[src/rtl/tcml_pkg.sv]
package tcml_pkg;

  // ****************************************************************
  // Register map (byte addresses, one aligned word each)
  // ****************************************************************
  localparam logic [3:0] ADDR_CTRL    = 4'h0;
  localparam logic [3:0] ADDR_PRESET  = 4'h4;
  localparam logic [3:0] ADDR_COUNTER = 4'h8;
  localparam logic [3:0] ADDR_STATUS  = 4'hc;

  // ****************************************************************
  // Control field positions
  // ****************************************************************
  localparam int CTRL_RESET_POS   = 0;
  localparam int CTRL_SPLIT_POS   = 2;
  localparam int CTRL_MEASURE_POS = 3;
  localparam int CTRL_SUB_POS     = 4;
  localparam int CTRL_VARIANT_POS = 5;
  localparam int CTRL_OUTEN_POS   = 7;

  // Status field positions
  localparam int STAT_FLAG_POS    = 0;
  localparam int STAT_OUT_POS     = 1;
  localparam int STAT_CE_POS      = 2;
  localparam int STAT_INHIBIT_POS = 3;

  // Reset values
  localparam logic [15:0] PRESET_RESET = 16'h0000;
  localparam logic [15:0] COUNT_RESET  = 16'h0000;

  // AXI responses
  localparam logic [1:0] RESP_OKAY   = 2'h0;
  localparam logic [1:0] RESP_SLVERR = 2'h2;

  // ****************************************************************
  // Types
  // ****************************************************************
  typedef enum logic [1:0] {
    MODE_CONT,
    MODE_SHOT,
    MODE_FREQ,
    MODE_PULSE
  } tcml_mode_t;

  typedef struct packed {
    logic outputDriveEnable;
    logic modeVariantSelect;
    logic modeSubSelect;
    logic measureModeSelect;
    logic counterSplitSelect;
    logic channelResetBit;
  } tcml_ctrl_t;

  typedef struct packed {
    logic        awvalid;
    logic [31:0] awaddr;
    logic        wvalid;
    logic [31:0] wdata;
    logic [3:0]  wstrb;
    logic        bready;
    logic        arvalid;
    logic [31:0] araddr;
    logic        rready;
  } tcml_axi_req_t;

  typedef struct packed {
    logic        awready;
    logic        wready;
    logic        bvalid;
    logic [1:0]  bresp;
    logic        arready;
    logic        rvalid;
    logic [31:0] rdata;
    logic [1:0]  rresp;
  } tcml_axi_rsp_t;

endpackage

[src/rtl/tcml_channel.sv]
// Local design decisions: the placing of the registers and register access over AXI4-Lite.
`timescale 1ns/1ns
// Notes on behaviour
// - Dual 8-bit: upper byte drops once per full lower countdown plus one.
// - Lower byte zero: upper holds, next clock lower reloads and upper decrements.
// - Dual continuous: output low until upper zero, high until both zero, low at expiry.
// - Dual with zero lower preset: expiry every upper preset plus one, output toggles.
// - Both presets zero: counter unchanged, output toggles every count clock.
// - Synthesis init: timer reset, gate fall, or preset write when sub-select clear.
// - Counting and counter reads do not depend on the output enable.
// - Mode decode from measure, sub-select and variant bits.
// - Single-shot: output low after first expiry until next init or control write.
// - Single-shot: counter keeps cycling; each expiry sets flag and reloads.
// - Single-shot: counting does not need the gate held low.
// - Single-shot zero presets: output low on first clock; expiries every clock.
// - Measurement: flag from expiry and gate edges; init depends on flag.
// - Measurement: output low after init, high at first expiry, then toggles.
// - Measurement still uses 16-bit or dual 8-bit counting by split bit.
// - Frequency, variant 1: expiry before gate fall sets flag, stops counter.
// - Frequency, variant 0: gate fall first sets flag; expiry first inhibits flags.
// - Frequency: gate fall enables and inits; counting stops on flag, preset write, reset.
// - Frequency, variant 1: gate fall before expiry restarts silently.
// - Pulse width: gate rise stops count; flag if low time short (0) or long (1).
// - Timer reset is reset bit set or external reset input low.
// - Expiry is a count step taken with the counter already at all zeros.
module tcml_channel (
  // Clock and reset
  input  wire logic                   mclk,
  input  wire logic                   sys_rst,
  // Register bus
  input  wire tcml_pkg::tcml_axi_req_t axiReq,
  output      tcml_pkg::tcml_axi_rsp_t axiRsp,
  // Channel pins
  input  wire logic                   gatePin,
  input  wire logic                   countClkPin,
  input  wire logic                   extReset_n,
  // Channel outputs
  output      logic                   channelOutput,
  output      logic                   channelFlag
);

  // ****************************************************************
  // State
  // ****************************************************************
  typedef struct packed {
    logic [2:0]           gateSync;
    logic [2:0]           clkSync;
    logic [1:0]           rstSync;
    tcml_pkg::tcml_ctrl_t ctrl;
    logic [15:0]          preset;
    logic [15:0]          counter;
    logic                 flag;
    logic                 inhibit;
    logic                 ce;
    logic                 outLvl;
    logic                 shotDone;
    logic                 outPin;
    logic                 awHeld;
    logic [3:0]           awAddr;
    logic                 wHeld;
    logic [31:0]          wData;
    logic [3:0]           wStrb;
    tcml_pkg::tcml_axi_rsp_t rsp;
  } tcml_state_t;

  tcml_state_t st;
  tcml_state_t next_st;

  // ****************************************************************
  // Functions
  // ****************************************************************
  // Mode decode from the three mode bits
  function automatic tcml_pkg::tcml_mode_t decodeMode(input tcml_pkg::tcml_ctrl_t c);
    tcml_pkg::tcml_mode_t m;
    m = tcml_pkg::MODE_CONT;
    if (c.measureModeSelect) begin
      m = c.modeSubSelect ? tcml_pkg::MODE_PULSE : tcml_pkg::MODE_FREQ;
    end else begin
      m = c.modeVariantSelect ? tcml_pkg::MODE_SHOT : tcml_pkg::MODE_CONT;
    end
    return m;
  endfunction

  // One count step; bit 16 is the expiry
  function automatic logic [16:0] stepCount(input logic [15:0] cnt,
                                            input logic [15:0] pre,
                                            input logic        split);
    logic [16:0] r;
    r = {1'b0, cnt};
    if (cnt == 16'h0000) begin
      r = {1'b1, pre};
    end else if (!split) begin
      r = {1'b0, cnt - 16'h0001};
    end else if (cnt[7:0] == 8'h00) begin
      r = {1'b0, cnt[15:8] - 8'h01, pre[7:0]};
    end else begin
      r = {1'b0, cnt[15:8], cnt[7:0] - 8'h01};
    end
    return r;
  endfunction

  // Read data mux, zero for unmapped
  function automatic logic [31:0] readWord(input tcml_state_t s, input logic [3:0] a);
    logic [31:0] d;
    d = 32'h0000_0000;
    unique case (a)
      tcml_pkg::ADDR_CTRL: begin
        d[tcml_pkg::CTRL_RESET_POS]   = s.ctrl.channelResetBit;
        d[tcml_pkg::CTRL_SPLIT_POS]   = s.ctrl.counterSplitSelect;
        d[tcml_pkg::CTRL_MEASURE_POS] = s.ctrl.measureModeSelect;
        d[tcml_pkg::CTRL_SUB_POS]     = s.ctrl.modeSubSelect;
        d[tcml_pkg::CTRL_VARIANT_POS] = s.ctrl.modeVariantSelect;
        d[tcml_pkg::CTRL_OUTEN_POS]   = s.ctrl.outputDriveEnable;
      end
      tcml_pkg::ADDR_PRESET:  d[15:0] = s.preset;
      tcml_pkg::ADDR_COUNTER: d[15:0] = s.counter;
      tcml_pkg::ADDR_STATUS: begin
        d[tcml_pkg::STAT_FLAG_POS]    = s.flag;
        d[tcml_pkg::STAT_OUT_POS]     = s.outLvl;
        d[tcml_pkg::STAT_CE_POS]      = s.ce;
        d[tcml_pkg::STAT_INHIBIT_POS] = s.inhibit;
      end
      default: d = 32'h0000_0000;
    endcase
    return d;
  endfunction

  // ****************************************************************
  // Next state
  // ****************************************************************
  // Bus slave, synchronisers and channel logic in one pass
  always_comb begin
    logic                 wrCtrl;
    logic                 wrPreset;
    logic                 clrFlag;
    logic                 mapped;
    logic                 gateLow;
    logic                 gateFall;
    logic                 gateRise;
    logic                 tick;
    logic                 timerReset;
    logic                 doInit;
    logic                 doStep;
    logic                 setFlag;
    logic                 expiry;
    logic [16:0]          stepped;
    tcml_pkg::tcml_mode_t mode;
    gateLow    = !st.gateSync[1];
    gateFall   = !st.gateSync[1] && st.gateSync[2];
    gateRise   = st.gateSync[1] && !st.gateSync[2];
    tick       = st.clkSync[1] && !st.clkSync[2];
    timerReset = 1'b0;
    mode       = tcml_pkg::MODE_CONT;
    wrCtrl     = 1'b0;
    wrPreset   = 1'b0;
    clrFlag    = 1'b0;
    mapped     = 1'b0;
    doInit     = 1'b0;
    doStep     = 1'b0;
    setFlag    = 1'b0;
    expiry     = 1'b0;
    stepped    = 17'h0_0000;
    next_st    = st;

    // Pins pass two stages; edge logic reads only the second and third
    next_st.gateSync = {st.gateSync[1:0], gatePin};
    next_st.clkSync  = {st.clkSync[1:0], countClkPin};
    next_st.rstSync  = {st.rstSync[0], extReset_n};

    // Write channels: each held until both present
    if (axiReq.awvalid && st.rsp.awready) begin
      next_st.awHeld = 1'b1;
      next_st.awAddr = axiReq.awaddr[3:0];
    end
    if (axiReq.wvalid && st.rsp.wready) begin
      next_st.wHeld = 1'b1;
      next_st.wData = axiReq.wdata;
      next_st.wStrb = axiReq.wstrb;
    end
    if (st.rsp.bvalid && axiReq.bready) begin
      next_st.rsp.bvalid = 1'b0;
    end
    if (st.awHeld && st.wHeld && !st.rsp.bvalid) begin
      next_st.awHeld     = 1'b0;
      next_st.wHeld      = 1'b0;
      next_st.rsp.bvalid = 1'b1;
      mapped = st.awAddr[1:0] == 2'h0;
      wrCtrl   = mapped && st.awAddr == tcml_pkg::ADDR_CTRL && st.wStrb[0];
      wrPreset = mapped && st.awAddr == tcml_pkg::ADDR_PRESET && |st.wStrb[1:0];
      clrFlag  = mapped && st.awAddr == tcml_pkg::ADDR_STATUS && st.wStrb[0]
                 && st.wData[tcml_pkg::STAT_FLAG_POS];
      // Every aligned word answers OKAY; counter writes are dropped
      next_st.rsp.bresp = mapped ? tcml_pkg::RESP_OKAY : tcml_pkg::RESP_SLVERR;
    end
    if (wrCtrl) begin
      next_st.ctrl.channelResetBit    = st.wData[tcml_pkg::CTRL_RESET_POS];
      next_st.ctrl.counterSplitSelect = st.wData[tcml_pkg::CTRL_SPLIT_POS];
      next_st.ctrl.measureModeSelect  = st.wData[tcml_pkg::CTRL_MEASURE_POS];
      next_st.ctrl.modeSubSelect      = st.wData[tcml_pkg::CTRL_SUB_POS];
      next_st.ctrl.modeVariantSelect  = st.wData[tcml_pkg::CTRL_VARIANT_POS];
      next_st.ctrl.outputDriveEnable  = st.wData[tcml_pkg::CTRL_OUTEN_POS];
      next_st.shotDone = 1'b0;
    end
    if (wrPreset) begin
      if (st.wStrb[0]) begin
        next_st.preset[7:0] = st.wData[7:0];
      end
      if (st.wStrb[1]) begin
        next_st.preset[15:8] = st.wData[15:8];
      end
    end
    next_st.rsp.awready = !next_st.awHeld && !next_st.rsp.bvalid;
    next_st.rsp.wready  = !next_st.wHeld && !next_st.rsp.bvalid;

    // Read channel: one read at a time
    if (st.rsp.rvalid && axiReq.rready) begin
      next_st.rsp.rvalid = 1'b0;
    end
    if (axiReq.arvalid && st.rsp.arready) begin
      next_st.rsp.rvalid = 1'b1;
      next_st.rsp.rdata  = readWord(st, axiReq.araddr[3:0]);
      next_st.rsp.rresp  = (axiReq.araddr[1:0] == 2'h0)
                           ? tcml_pkg::RESP_OKAY : tcml_pkg::RESP_SLVERR;
    end
    next_st.rsp.arready = !next_st.rsp.rvalid;

    // Channel timing uses the freshly written control and preset
    mode       = decodeMode(next_st.ctrl);
    timerReset = next_st.ctrl.channelResetBit || !st.rstSync[1];
    stepped    = stepCount(st.counter, next_st.preset, next_st.ctrl.counterSplitSelect);

    if (timerReset) begin
      doInit          = 1'b1;
      next_st.ce      = 1'b0;
      next_st.inhibit = 1'b0;
    end else begin
      unique case (mode)
        tcml_pkg::MODE_CONT,
        tcml_pkg::MODE_SHOT: begin
          doInit = gateFall || (wrPreset && !next_st.ctrl.modeSubSelect);
          // Continuous needs the gate low, single-shot does not
          doStep = !doInit && tick
                   && (mode == tcml_pkg::MODE_SHOT || gateLow);
        end
        tcml_pkg::MODE_FREQ: begin
          if (wrPreset) begin
            next_st.ce = 1'b0;
          end else if (gateFall && !st.flag) begin
            if (st.ce && !st.inhibit && !next_st.ctrl.modeVariantSelect) begin
              setFlag    = 1'b1;
              next_st.ce = 1'b0;
            end else begin
              doInit     = 1'b1;
              next_st.ce = 1'b1;
            end
          end else begin
            doStep = tick && st.ce;
          end
        end
        tcml_pkg::MODE_PULSE: begin
          if (wrPreset) begin
            next_st.ce = 1'b0;
          end else if (gateFall && !st.flag) begin
            doInit     = 1'b1;
            next_st.ce = 1'b1;
          end else if (gateRise && st.ce) begin
            next_st.ce = 1'b0;
            setFlag    = !st.inhibit && !next_st.ctrl.modeVariantSelect;
          end else begin
            doStep = tick && st.ce;
          end
        end
      endcase
    end

    // Load from preset on initialisation
    if (doInit) begin
      next_st.counter  = next_st.preset;
      next_st.outLvl   = 1'b0;
      next_st.shotDone = 1'b0;
      next_st.inhibit  = 1'b0;
    end

    // Count step, expiry effects and output shaping
    if (doStep) begin
      expiry          = stepped[16];
      next_st.counter = stepped[15:0];
      unique case (mode)
        tcml_pkg::MODE_CONT,
        tcml_pkg::MODE_SHOT: begin
          setFlag = expiry;
          if (!next_st.ctrl.counterSplitSelect) begin
            next_st.outLvl = expiry ? !st.outLvl : st.outLvl;
            if (mode == tcml_pkg::MODE_SHOT) begin
              next_st.outLvl = !expiry && !st.shotDone;
            end
          end else if (next_st.preset[7:0] == 8'h00) begin
            next_st.outLvl = expiry ? !st.outLvl : st.outLvl;
          end else begin
            // Rises one clock after the upper byte is spent, falls at expiry
            next_st.outLvl = !expiry && st.counter[15:8] == 8'h00;
          end
          if (mode == tcml_pkg::MODE_SHOT && (expiry || st.shotDone)) begin
            next_st.shotDone = 1'b1;
            next_st.outLvl   = 1'b0;
          end
        end
        tcml_pkg::MODE_FREQ,
        tcml_pkg::MODE_PULSE: begin
          next_st.outLvl = expiry ? !st.outLvl : st.outLvl;
          if (expiry) begin
            if (mode == tcml_pkg::MODE_FREQ && next_st.ctrl.modeVariantSelect) begin
              setFlag    = !st.inhibit;
              next_st.ce = 1'b0;
            end else if (mode == tcml_pkg::MODE_PULSE && next_st.ctrl.modeVariantSelect) begin
              setFlag    = !st.inhibit;
              next_st.ce = 1'b0;
            end
            next_st.inhibit = 1'b1;
          end
        end
      endcase
    end

    // A flag raised in measurement modes also stops the counter
    if (setFlag && next_st.ctrl.measureModeSelect) begin
      next_st.ce = 1'b0;
    end

    // Set wins over a software clear in the same cycle
    if (setFlag) begin
      next_st.flag = 1'b1;
    end else if (clrFlag) begin
      next_st.flag = 1'b0;
    end

    // Pin follows level only when enabled; counting is unaffected
    next_st.outPin = next_st.outLvl && next_st.ctrl.outputDriveEnable;
  end

  // ****************************************************************
  // Registers
  // ****************************************************************
  // Synchronous reset; gate synchroniser starts high like its pin, the count clock and external reset ones start low
  always_ff @(posedge mclk) begin
    if (sys_rst) begin
      st             <= '0;
      st.gateSync    <= 3'h7;
      st.clkSync     <= 3'h0;
      st.rstSync     <= 2'h0;
      st.preset      <= tcml_pkg::PRESET_RESET;
      st.counter     <= tcml_pkg::COUNT_RESET;
      st.rsp.awready <= 1'b1;
      st.rsp.wready  <= 1'b1;
      st.rsp.arready <= 1'b1;
    end else begin
      st <= next_st;
    end
  end

  // ****************************************************************
  // Outputs
  // ****************************************************************
  assign axiRsp        = st.rsp;
  assign channelOutput = st.outPin;
  assign channelFlag   = st.flag;

endmodule

[config.mk]
export PLATFORM = sky130hd
export DESIGN_NAME = tcml_channel
export DESIGN_NICKNAME = d
export VERILOG_FILES = /design/src/rtl/tcml_pkg.sv /design/src/rtl/tcml_channel.sv
export SDC_FILE = /design/constraint.sdc
export NUM_CORES = 1
export LEC_CHECK = 0
export CAP_MARGIN = 20
export CORE_ASPECT_RATIO = 0.9
export CORE_UTILIZATION = 35
export CTS_CLUSTER_SIZE = 10
export DETAILED_ROUTE_END_ITERATION = 10
export DONT_BUFFER_PORTS = 1
export PLACE_DENSITY = 0.5
export SLEW_MARGIN = 20
export SYNTH_ARGS = -nofsm -noshare
export SYNTH_HDL_FRONTEND = slang
export SYNTH_SLANG_ARGS = --single-unit
[constraint.sdc]
create_clock -name mclk -period 2.3 [get_ports mclk]
set_input_delay 0.23 -clock mclk [delete_from_list [all_inputs] [get_ports mclk]]
set_output_delay 0.23 -clock mclk [all_outputs]
set_load 0.1 [all_outputs]
Word level (Yosys, flattened, before mapping)
Cells that the tools add are included.
W data, S select, Z words.
Word-level totals
  input port bits: 110
  flip-flop bits (word level): 119
Operators by class
  multiplexer cells: 84
  equality and inequality tests: 9
  $add $sub $neg: 3
  reduce and logical (&&, ||, !) cells: 72
Operators by type and width (number)
  $mux W16: 5
  $mux W1: 50
  $mux W37: 1
  $logic_and A1 B1 Y1: 35
  $mux W35: 1
  $logic_not A8 Y1: 3
  $logic_not A1 Y1: 17
  $mux W17: 1
  $logic_not A16 Y1: 1
  $mux W8: 2
  $pmux W8 S2: 1
  $sub A16 B1 Y16 const B: 1
  $sub A8 B1 Y8 const B: 2
  $mux W2: 7
  $eq A4 B4 Y1 const B: 3
  $pmux W1 S3: 4
  $pmux W1 S2: 5
  $eq A4 B3 Y1 const B: 2
  $logic_not A4 Y1: 2
  $pmux W2 S4: 1
  $reduce_or A2 Y1: 4
  $logic_not A2 Y1: 3
  $mux W6: 1
  $pmux W2 S3: 1
  10 further kinds: 15

Longest topological paths before layout
Gate-level depths: netlist (run 1).
  word-level depth: 19
  depth in mapped cells: 11

Least setup slack after synthesis (run 1)
OpenSTA, ideal clock, no wires.
  path type: register to register
  from: reg st, in the netlist channelFlag
  to: reg st[96] (netlist name)
  path buffers: 1
  setup time: 92 ps
  arrival time: 2555 ps
  setup slack: -347 ps
  data required time: 2208 ps
  stages on the path, launching flop included: 9
  cells stage by stage: dfxtp_1 or3b_2 and4b_1 o211ai_1 o32a_1 buf_2 nor2_2 mux2_2 o32ai_1
On the way
  cells in the longest elaborated chain, start to end: 7
Ends and longest elaborated chain
  start: declaration: RTL line tcml_channel.sv:66  | tcml_state_t st;
  start signal: assignment: RTL line tcml_channel.sv:357  | st <= next_st;
  $logic_not A1 Y1 *: RTL line tcml_channel.sv:248, tcml_channel.sv:263
  $logic_and A1 B1 Y1 *: RTL line tcml_channel.sv:248, tcml_channel.sv:263
  $mux W1 (on tied branches): RTL line tcml_channel.sv:263, tcml_channel.sv:248
  $mux W1 (on tied branches): RTL line tcml_channel.sv:261, tcml_channel.sv:246
  $pmux W1 S3: RTL line tcml_channel.sv:237  | unique case (mode)
  $mux W1: RTL line tcml_channel.sv:232  | if (timerReset) begin
  $mux W16 / $reduce_bool A2 Y1 (equally long branches)
Every way passes the cells marked *; elsewhere a longest branch is shown, timed or not.
A chain may end at the register's enable or synchronous reset.

Worst setup path in the final report (run 1)
  from: reg st[91] (netlist name)
  to: reg st[104] (netlist name)
On the way
  cells in the longest elaborated chain, start to end: 4
Ends and longest elaborated chain
  $sub A16 B1 Y16: RTL line tcml_channel.sv:93  | r = {1'b0, cnt - 16'h0001};
  $mux W16: RTL line tcml_channel.sv:92  | end else if (!split) begin
  $mux W17: RTL line tcml_channel.sv:90  | if (cnt == 16'h0000) begin
  $mux W16: RTL line tcml_channel.sv:285  | if (doStep) begin
Several ways; a longest one is shown, not always the timed one.

==> flow_metrics.py, run 1 <==
metrics = {
    "outcome": {
        "status": "finished, violations left",
        "violations": "setup timing",
    },
    "sta": {
        "timing.fmax_ghz": 0.411,
        "setup_violations": 17,
        "period_needed_ns": 2.43,
        "worstMarginPinSlew_ns": 0.856,
        "rsz0062_at_grt": "yes",
        "fin_crit_sh": 1.06,
        "whs_ns": 0.0151,
        "maxSlewHeadroom": 0.428,
        "final_max_slew_viol_count": 0,
        "finClkSkew_ns": 0.00918,
        "setup_slack_ns": -0.131,
        "hold_viol_final": 0,
    },
    "floorplan": {
        "coreArea_um2": 14000,
        "boundaryPins": 153,
        "die_h_um": 116,
        "die_w_um": 128,
        "rows": 41,
        "initial_core_util": 0.359,
        "dieArea_um2": 14800,
    },
    "clock_tree": {
        "cts.sinks": 99,
        "cts.clk_slew.worst_paths_ns": 0.07,
        "ctsLongestPathBuffers": 2,
        "clock_latency_ns": 0.36,
        "cts_tree": "done",
        "ctsRootBufferMaster": "clkbuf_16",
        "cts_made_buffers": 9,
        "htree_levels": 3,
    },
    "placement": {
        "hpwlAfterDp_um": 10700,
        "io_buffers": 0,
        "place.gp.congestion": 0.894,
    },
    "synth": {
        "synth_async_sr_flop_share": 0,
        "synth_flop_cell": "dfxtp_1",
        "synth_top_area_cell": "dfxtp_1",
        "synth-seq-cells": 99,
        "ys_warn_count": 0,
        "yosysSeqAreaShare": 0.394,
        "synth_cells": 601,
        "yosys-top-cells-area": "dfxtp_1, buf_4, a21oi_1",
        "syn_area_um2": 5030,
        "ys_types": 70,
        "syn_avg_cell_area_um2": 8.36,
        "synth_top_area_frac": 0.394,
        "synth-edff-count": 0,
    },
    "critical_path": {
        "slowest_stage": "or4b_4",
        "crit_arrival_ns": 2.71,
        "critPathCaptureType": "register",
        "r2r_start": "st[91]$_SDFFE_PP0P_",
        "worst-setup-path-type": "register to register",
        "cp_top_family": "simple AND/OR/NAND/NOR gates",
        "cp.required_ns": 2.58,
        "path_cells": "or4_4 -> or4b_4 -> a31o_1 -> or3_1 -> a21oi_2 -> o21ai_1 -> a211oi_2",
        "path_buf_inv": 0,
        "cp-start-kind": "register",
        "critical_path.startpoint": "st[91]$_SDFFE_PP0P_",
        "slowest_delay_ns": 0.57,
        "crit_fanout": 3,
    },
    "detailed_routing": {
        "wirelength_um": 15300,
        "drtPass1Iterations": 5,
        "wl_per_cell_um": 16.8,
        "drt_iter0_drc": 236,
        "num_vias": 4758,
        "drc": 0,
        "vias_per_cell": 5.23,
        "ant_nets": 0,
    },
    "final_layout": {
        "drive_above_1_share": 0.319,
        "n_antenna_cell": 0,
        "fill_cells": 1359,
        "mostFrequentLayoutCell": "buf_4",
        "syn_to_final_growth_pct": 37.8,
        "final_cell_mix": "buf_4, dfxtp_1, nor2_1",
        "nNetsFinal": 824,
    },
    "power": {
        "p_total_mw": 4.12,
        "p_leak_nw": 2.87,
        "power_density_nw_per_um2": 594,
        "vdd_ir_drop_max_mv": 0.417,
    },
    "global_route": {
        "grt_pass1_wl_um": 23700,
        "grt_pass1_vias": 4443,
        "antenna_found_initial": 0,
        "grt_max_degree": 75,
        "grtUsageTotal": 0.209,
        "grt.overflow.total": 0,
    },
    "run": {
        "maxCapViolCount": 0,
    },
    "hold_path": {
        "min_path_type": "input port to register",
        "hold_start": "axiReq[51]",
    },
}
-- through the flow --
step / TNS, ns / cell area (um2) / utilization / setup slack (ns) / std cells
4_1_cts: -0.290 / 6640 / 0.474 / -0.121 / 896
5_1_grt: -3.60 / 6930 / 0.495 / -0.268 / 910
3_3_place_gp: -2.73 / 5820 / 0.416 / -0.255 / 851
6_report: -1.20 / 6930 / 0.495 / -0.131 / 910
2_1_floorplan: -0.00986 / 5150 / - / -0.00986 / 618
3_5_place_dp: -3.19 / 5820 / 0.416 / -0.272 / 851
-- Yosys cell counts (3+ instances only) --
cell and instances:
buf_4 42, a31oi_1 5, o31ai_1 5, buf_2 8, clkbuf_1 22, o21ai_0 26, a211oi_1 4, nor4_1 7
a21oi_1 53, o32ai_1 3, nor3_1 14, nand3_1 19, nor2b_1 13, buf_1 3, nor2_1 62, nand3b_1 5
a22oi_1 18, o311ai_0 3, nand2_1 59, dfxtp_1 99, nand4_1 9, mux2_2 5, nand2b_1 12, a22o_1 11
or2_2 3, inv_1 9, and2_1 6, mux2i_1 22
-- report_power, final --
part	total (mW)	internal [mW]	leakage, nW	switching [mW]
Sequential	1.80	1.76	0.807	0.0368
Clock	1.71	0.997	0.164	0.708
Combinational	0.612	0.193	1.90	0.419
Total	4.12	2.95	2.87	1.16
-- cell type report --
type | instances | area [um2] | area share
flip-flops and latches | 99 | 1990 | 0.288
inverters | 9 | 33.8 | 0.00488
multi-input cells | 434 | 3000 | 0.432
clock buffers | 10 | 239 | 0.0345
well taps | 193 | 241 | 0.0349
repair buffers | 159 | 1330 | 0.192
clock inverters | 6 | 95.1 | 0.0137
-- worst paths after layout --
check             slack (ns)  cells past startpoint                 endpoint
setup / recovery       -0.13                      7     st[104]$_SDFFE_PP0P_
hold / removal          0.02                      2      st[57]$_SDFFE_PP0P_
setup reg to reg       -0.13                      7     st[104]$_SDFFE_PP0P_
hold reg to reg         0.41                      1  next_st[134]$_SDFF_PP1_
-- sequential cells by signal, summed over array words and instances (netlist names) --
register       count
channelFlag        1
channelOutput      1
next_st            5
st                69
axiRsp            23
-- layer usage --
layer	vias to the layer above	track usage	wire [um]
li1	2337	-	-
met1	2258	0.296	7530
met2	152	0.308	6580
met3	11	0.0591	1030
met4	0	0.0588	172
met5	-	0	0
-- cells by family (layout without fill, tap and decap cells) --
family | after synthesis | count (layout) | share of synthesized area
adder cells (fa/ha/maj) | 2 | 2 | 0.00498
multiplexers | 31 | 31 | 0.0737
other | 1 | 18 | 0.000746
flip-flops | 99 | 99 | 0.394
buffers and inverters | 85 | 184 | 0.0971
AND/OR/NAND/NOR | 231 | 231 | 0.231
AO/OA/AOI/OAI | 152 | 152 | 0.198
-- repair_timing --
item / CTS / global route
setup endpoints to repair: 20 / 21
buffers inserted: 6 / 15
cloned: 0 / 1
pin swaps: 16 / 15
gates resized for setup: 39 / 47
hold buffers: 23 / 0
hold endpoints to repair: 95 / 0
No activity file was read; power rests on OpenSTA's default activity.
==> run 2, diff against run 1 <==
--- a/config.mk
+++ b/config.mk
@@ -13,5 +13,4 @@
 export DONT_BUFFER_PORTS = 1
 export PLACE_DENSITY = 0.5
-export SLEW_MARGIN = 20
 export SYNTH_ARGS = -nofsm -noshare
 export SYNTH_HDL_FRONTEND = slang
==> constraint.sdc (replaced) <==
create_clock -name mclk -period 2.3 [get_ports mclk]
set_input_delay 0.23 -clock mclk [delete_from_list [all_inputs] [get_ports mclk]]
set_output_delay 0.23 -clock mclk [all_outputs]
set_load 0.05 [all_outputs]
==> flow_metrics.py, run 2 (same netlist as run 1, synthesis figures left out) <==
metrics = {
    "floorplan": {
        "die_w_um": 128,
        "boundaryPins": 153,
        "initial_core_util": 0.359,
        "coreArea_um2": 14000,
        "rows": 41,
        "die_h_um": 116,
        "dieArea_um2": 14800,
    },
    "clock_tree": {
        "ctsLongestPathBuffers": 2,
        "cts.clk_slew.worst_paths_ns": 0.07,
        "clock_latency_ns": 0.35,
        "cts.sinks": 99,
        "htree_levels": 3,
        "cts_tree": "done",
        "ctsRootBufferMaster": "clkbuf_16",
        "cts_made_buffers": 9,
    },
    "critical_path": {
        "path_cells": "or4_4 -> or4b_4 -> a31o_1 -> or3_1 -> a21oi_2 -> o21ai_1 -> a211oi_2",
        "reg2reg_to": "st[104]$_SDFFE_PP0P_",
        "ff2ff_path_depth": 7,
        "crit_arrival_ns": 2.69,
        "r2r_start": "st[91]$_SDFFE_PP0P_",
        "cp-endpoint": "st[104]$_SDFFE_PP0P_",
        "critPathCaptureType": "register",
        "crit_fanout": 3,
        "slowest_delay_ns": 0.55,
        "slowest_stage": "or4_4",
        "cp.required_ns": 2.57,
        "cp-start-kind": "register",
        "r2r_setup_slack_ns": -0.11,
        "critical_path.startpoint": "st[91]$_SDFFE_PP0P_",
        "worst-setup-path-type": "register to register",
    },
    "final_layout": {
        "largest_reg_flops": 69,
        "stdcell_count": 924,
        "mostFrequentLayoutCell": "buf_4",
        "syn_to_final_growth_pct": 43.4,
        "nNetsFinal": 838,
        "final_cell_mix": "buf_4, dfxtp_1, nor2_1",
        "n_antenna_cell": 0,
        "fill_cells": 1299,
        "top_register": "st",
        "drive_above_1_share": 0.327,
    },
    "hold_path": {
        "min_path_type": "input port to register",
        "hold_start": "sys_rst",
    },
    "power": {
        "pwr-share-clk": 0.391,
        "sw_frac_of_total": 0.278,
        "power_switching_mw": 1.06,
        "power_density_nw_per_um2": 526,
        "p_leak_nw": 3.01,
        "p_int_mw": 2.74,
        "p_comb_frac": 0.128,
        "pwr-share-seq": 0.482,
        "vdd_ir_drop_max_mv": 0.382,
        "p_total_mw": 3.79,
    },
    "detailed_routing": {
        "wirelength_um": 16000,
        "ant_nets": 0,
        "vias_per_cell": 5.27,
        "wl_per_cell_um": 17.3,
        "drt_iter0_drc": 403,
        "num_vias": 4868,
        "drtPass1Iterations": 5,
        "drc": 0,
    },
    "outcome": {
        "violations": "setup timing",
        "status": "finished, violations left",
    },
    "global_route": {
        "grt.overflow.total": 0,
        "grt_pass1_vias": 4558,
        "grt_max_degree": 54,
        "grt_pass1_wl_um": 24500,
        "antenna_found_initial": 0,
        "grtUsageTotal": 0.217,
    },
    "run": {
        "maxCapViolCount": 0,
    },
    "sta": {
        "maxSlewHeadroom": 0.380,
        "finalSetupTns_ns": -0.537,
        "hold_viol_final": 0,
        "setup_violations": 13,
        "worstMarginPinSlew_ns": 0.929,
        "final_max_slew_viol_count": 0,
        "timing.fmax_ghz": 0.415,
        "rsz0062_at_grt": "yes",
        "fin_crit_sh": 1.05,
        "setup_slack_ns": -0.111,
        "finClkSkew_ns": 0.00681,
        "period_needed_ns": 2.41,
    },
    "placement": {
        "place_ws_ns": -0.281,
        "dp.cells": 835,
        "io_buffers": 0,
        "hpwlAfterDp_um": 10700,
        "place.gp.congestion": 0.881,
    },
}
==> run 2: cell count changes in the layout (fill, tap and decap cells not counted), sizes merged <==
cell and delta:
clkinvlp +1, buf -15, clkinv +1, dlygate4sd3 +29, bufinv -2
==> run 2: routing by layer <==
layer	vias up	routed length, um	track usage
li1	2361	-	-
met1	2335	7760	0.304
met2	161	6970	0.326
met3	11	1130	0.0697
met4	0	118	0.0424
met5	-	0	0
==> run 2: what timing repair did <==
action                                 CTS  global route
buffers inserted                        17             6
pin swaps                               23            22
setup endpoints to repair               21            23
endpoints found under the hold margin   94             0
hold buffers                            52             0
gates resized for setup                 62            69
cloned                                   1             0
==> run 2: layout make-up <==
type | count | area, um2 | share of cell area
flip-flops and latches | 99 | 1990 | 0.276
inverters | 9 | 33.8 | 0.00469
well taps | 193 | 241 | 0.0335
repair buffers | 173 | 1540 | 0.214
multi-input cells | 434 | 3110 | 0.432
clock buffers | 10 | 239 | 0.0332
clock inverters | 6 | 47.5 | 0.00660
==> run 2: critical path, delay by kind of cell, from the launching register on <==
family / cells / cell delay, ns
and+or+nand+nor: 3 / 1.42
AOI/OAI and AO/OA: 4 / 0.61
DFF: 1 / 0.31
==> run 2: worst min-delay path by stage <==
stage	endpoint	slack, ns	cells past startpoint
floorplan	next_st[133]$_SDFF_PP1_	0.33	1
global placement	st[47]$_SDFFE_PP0P_	0.31	1
detailed placement	st[49]$_SDFFE_PP0P_	0.31	1
CTS	st[94]$_SDFFE_PP0P_	0.06	2
global route	st[94]$_SDFFE_PP0P_	0.07	2
finish	st[94]$_SDFFE_PP0P_	0.07	2
==> run 2: metrics by stage <==
stage | hold slack (ns) | area (um2) | util
after global routing | 0.0723 | 7210 | 0.515
after floorplan | 0.334 | 5150 | -
after CTS | 0.0592 | 6890 | 0.492
after global placement | 0.309 | 5690 | 0.406
after detailed placement | 0.311 | 5690 | 0.406
final | 0.0734 | 7210 | 0.515
==> run 2: power by group through the flow <==
stage / Combinational, mW / Clock (mW) / Sequential (mW)
finish: 0.484 / 1.48 / 1.83
global route: 0.517 / 1.60 / 1.83
global placement: 0.355 / 0 / 1.86
CTS: 0.459 / 1.51 / 1.82
floorplan: 0.322 / 0 / 1.83
detailed placement: 0.359 / 0 / 1.86
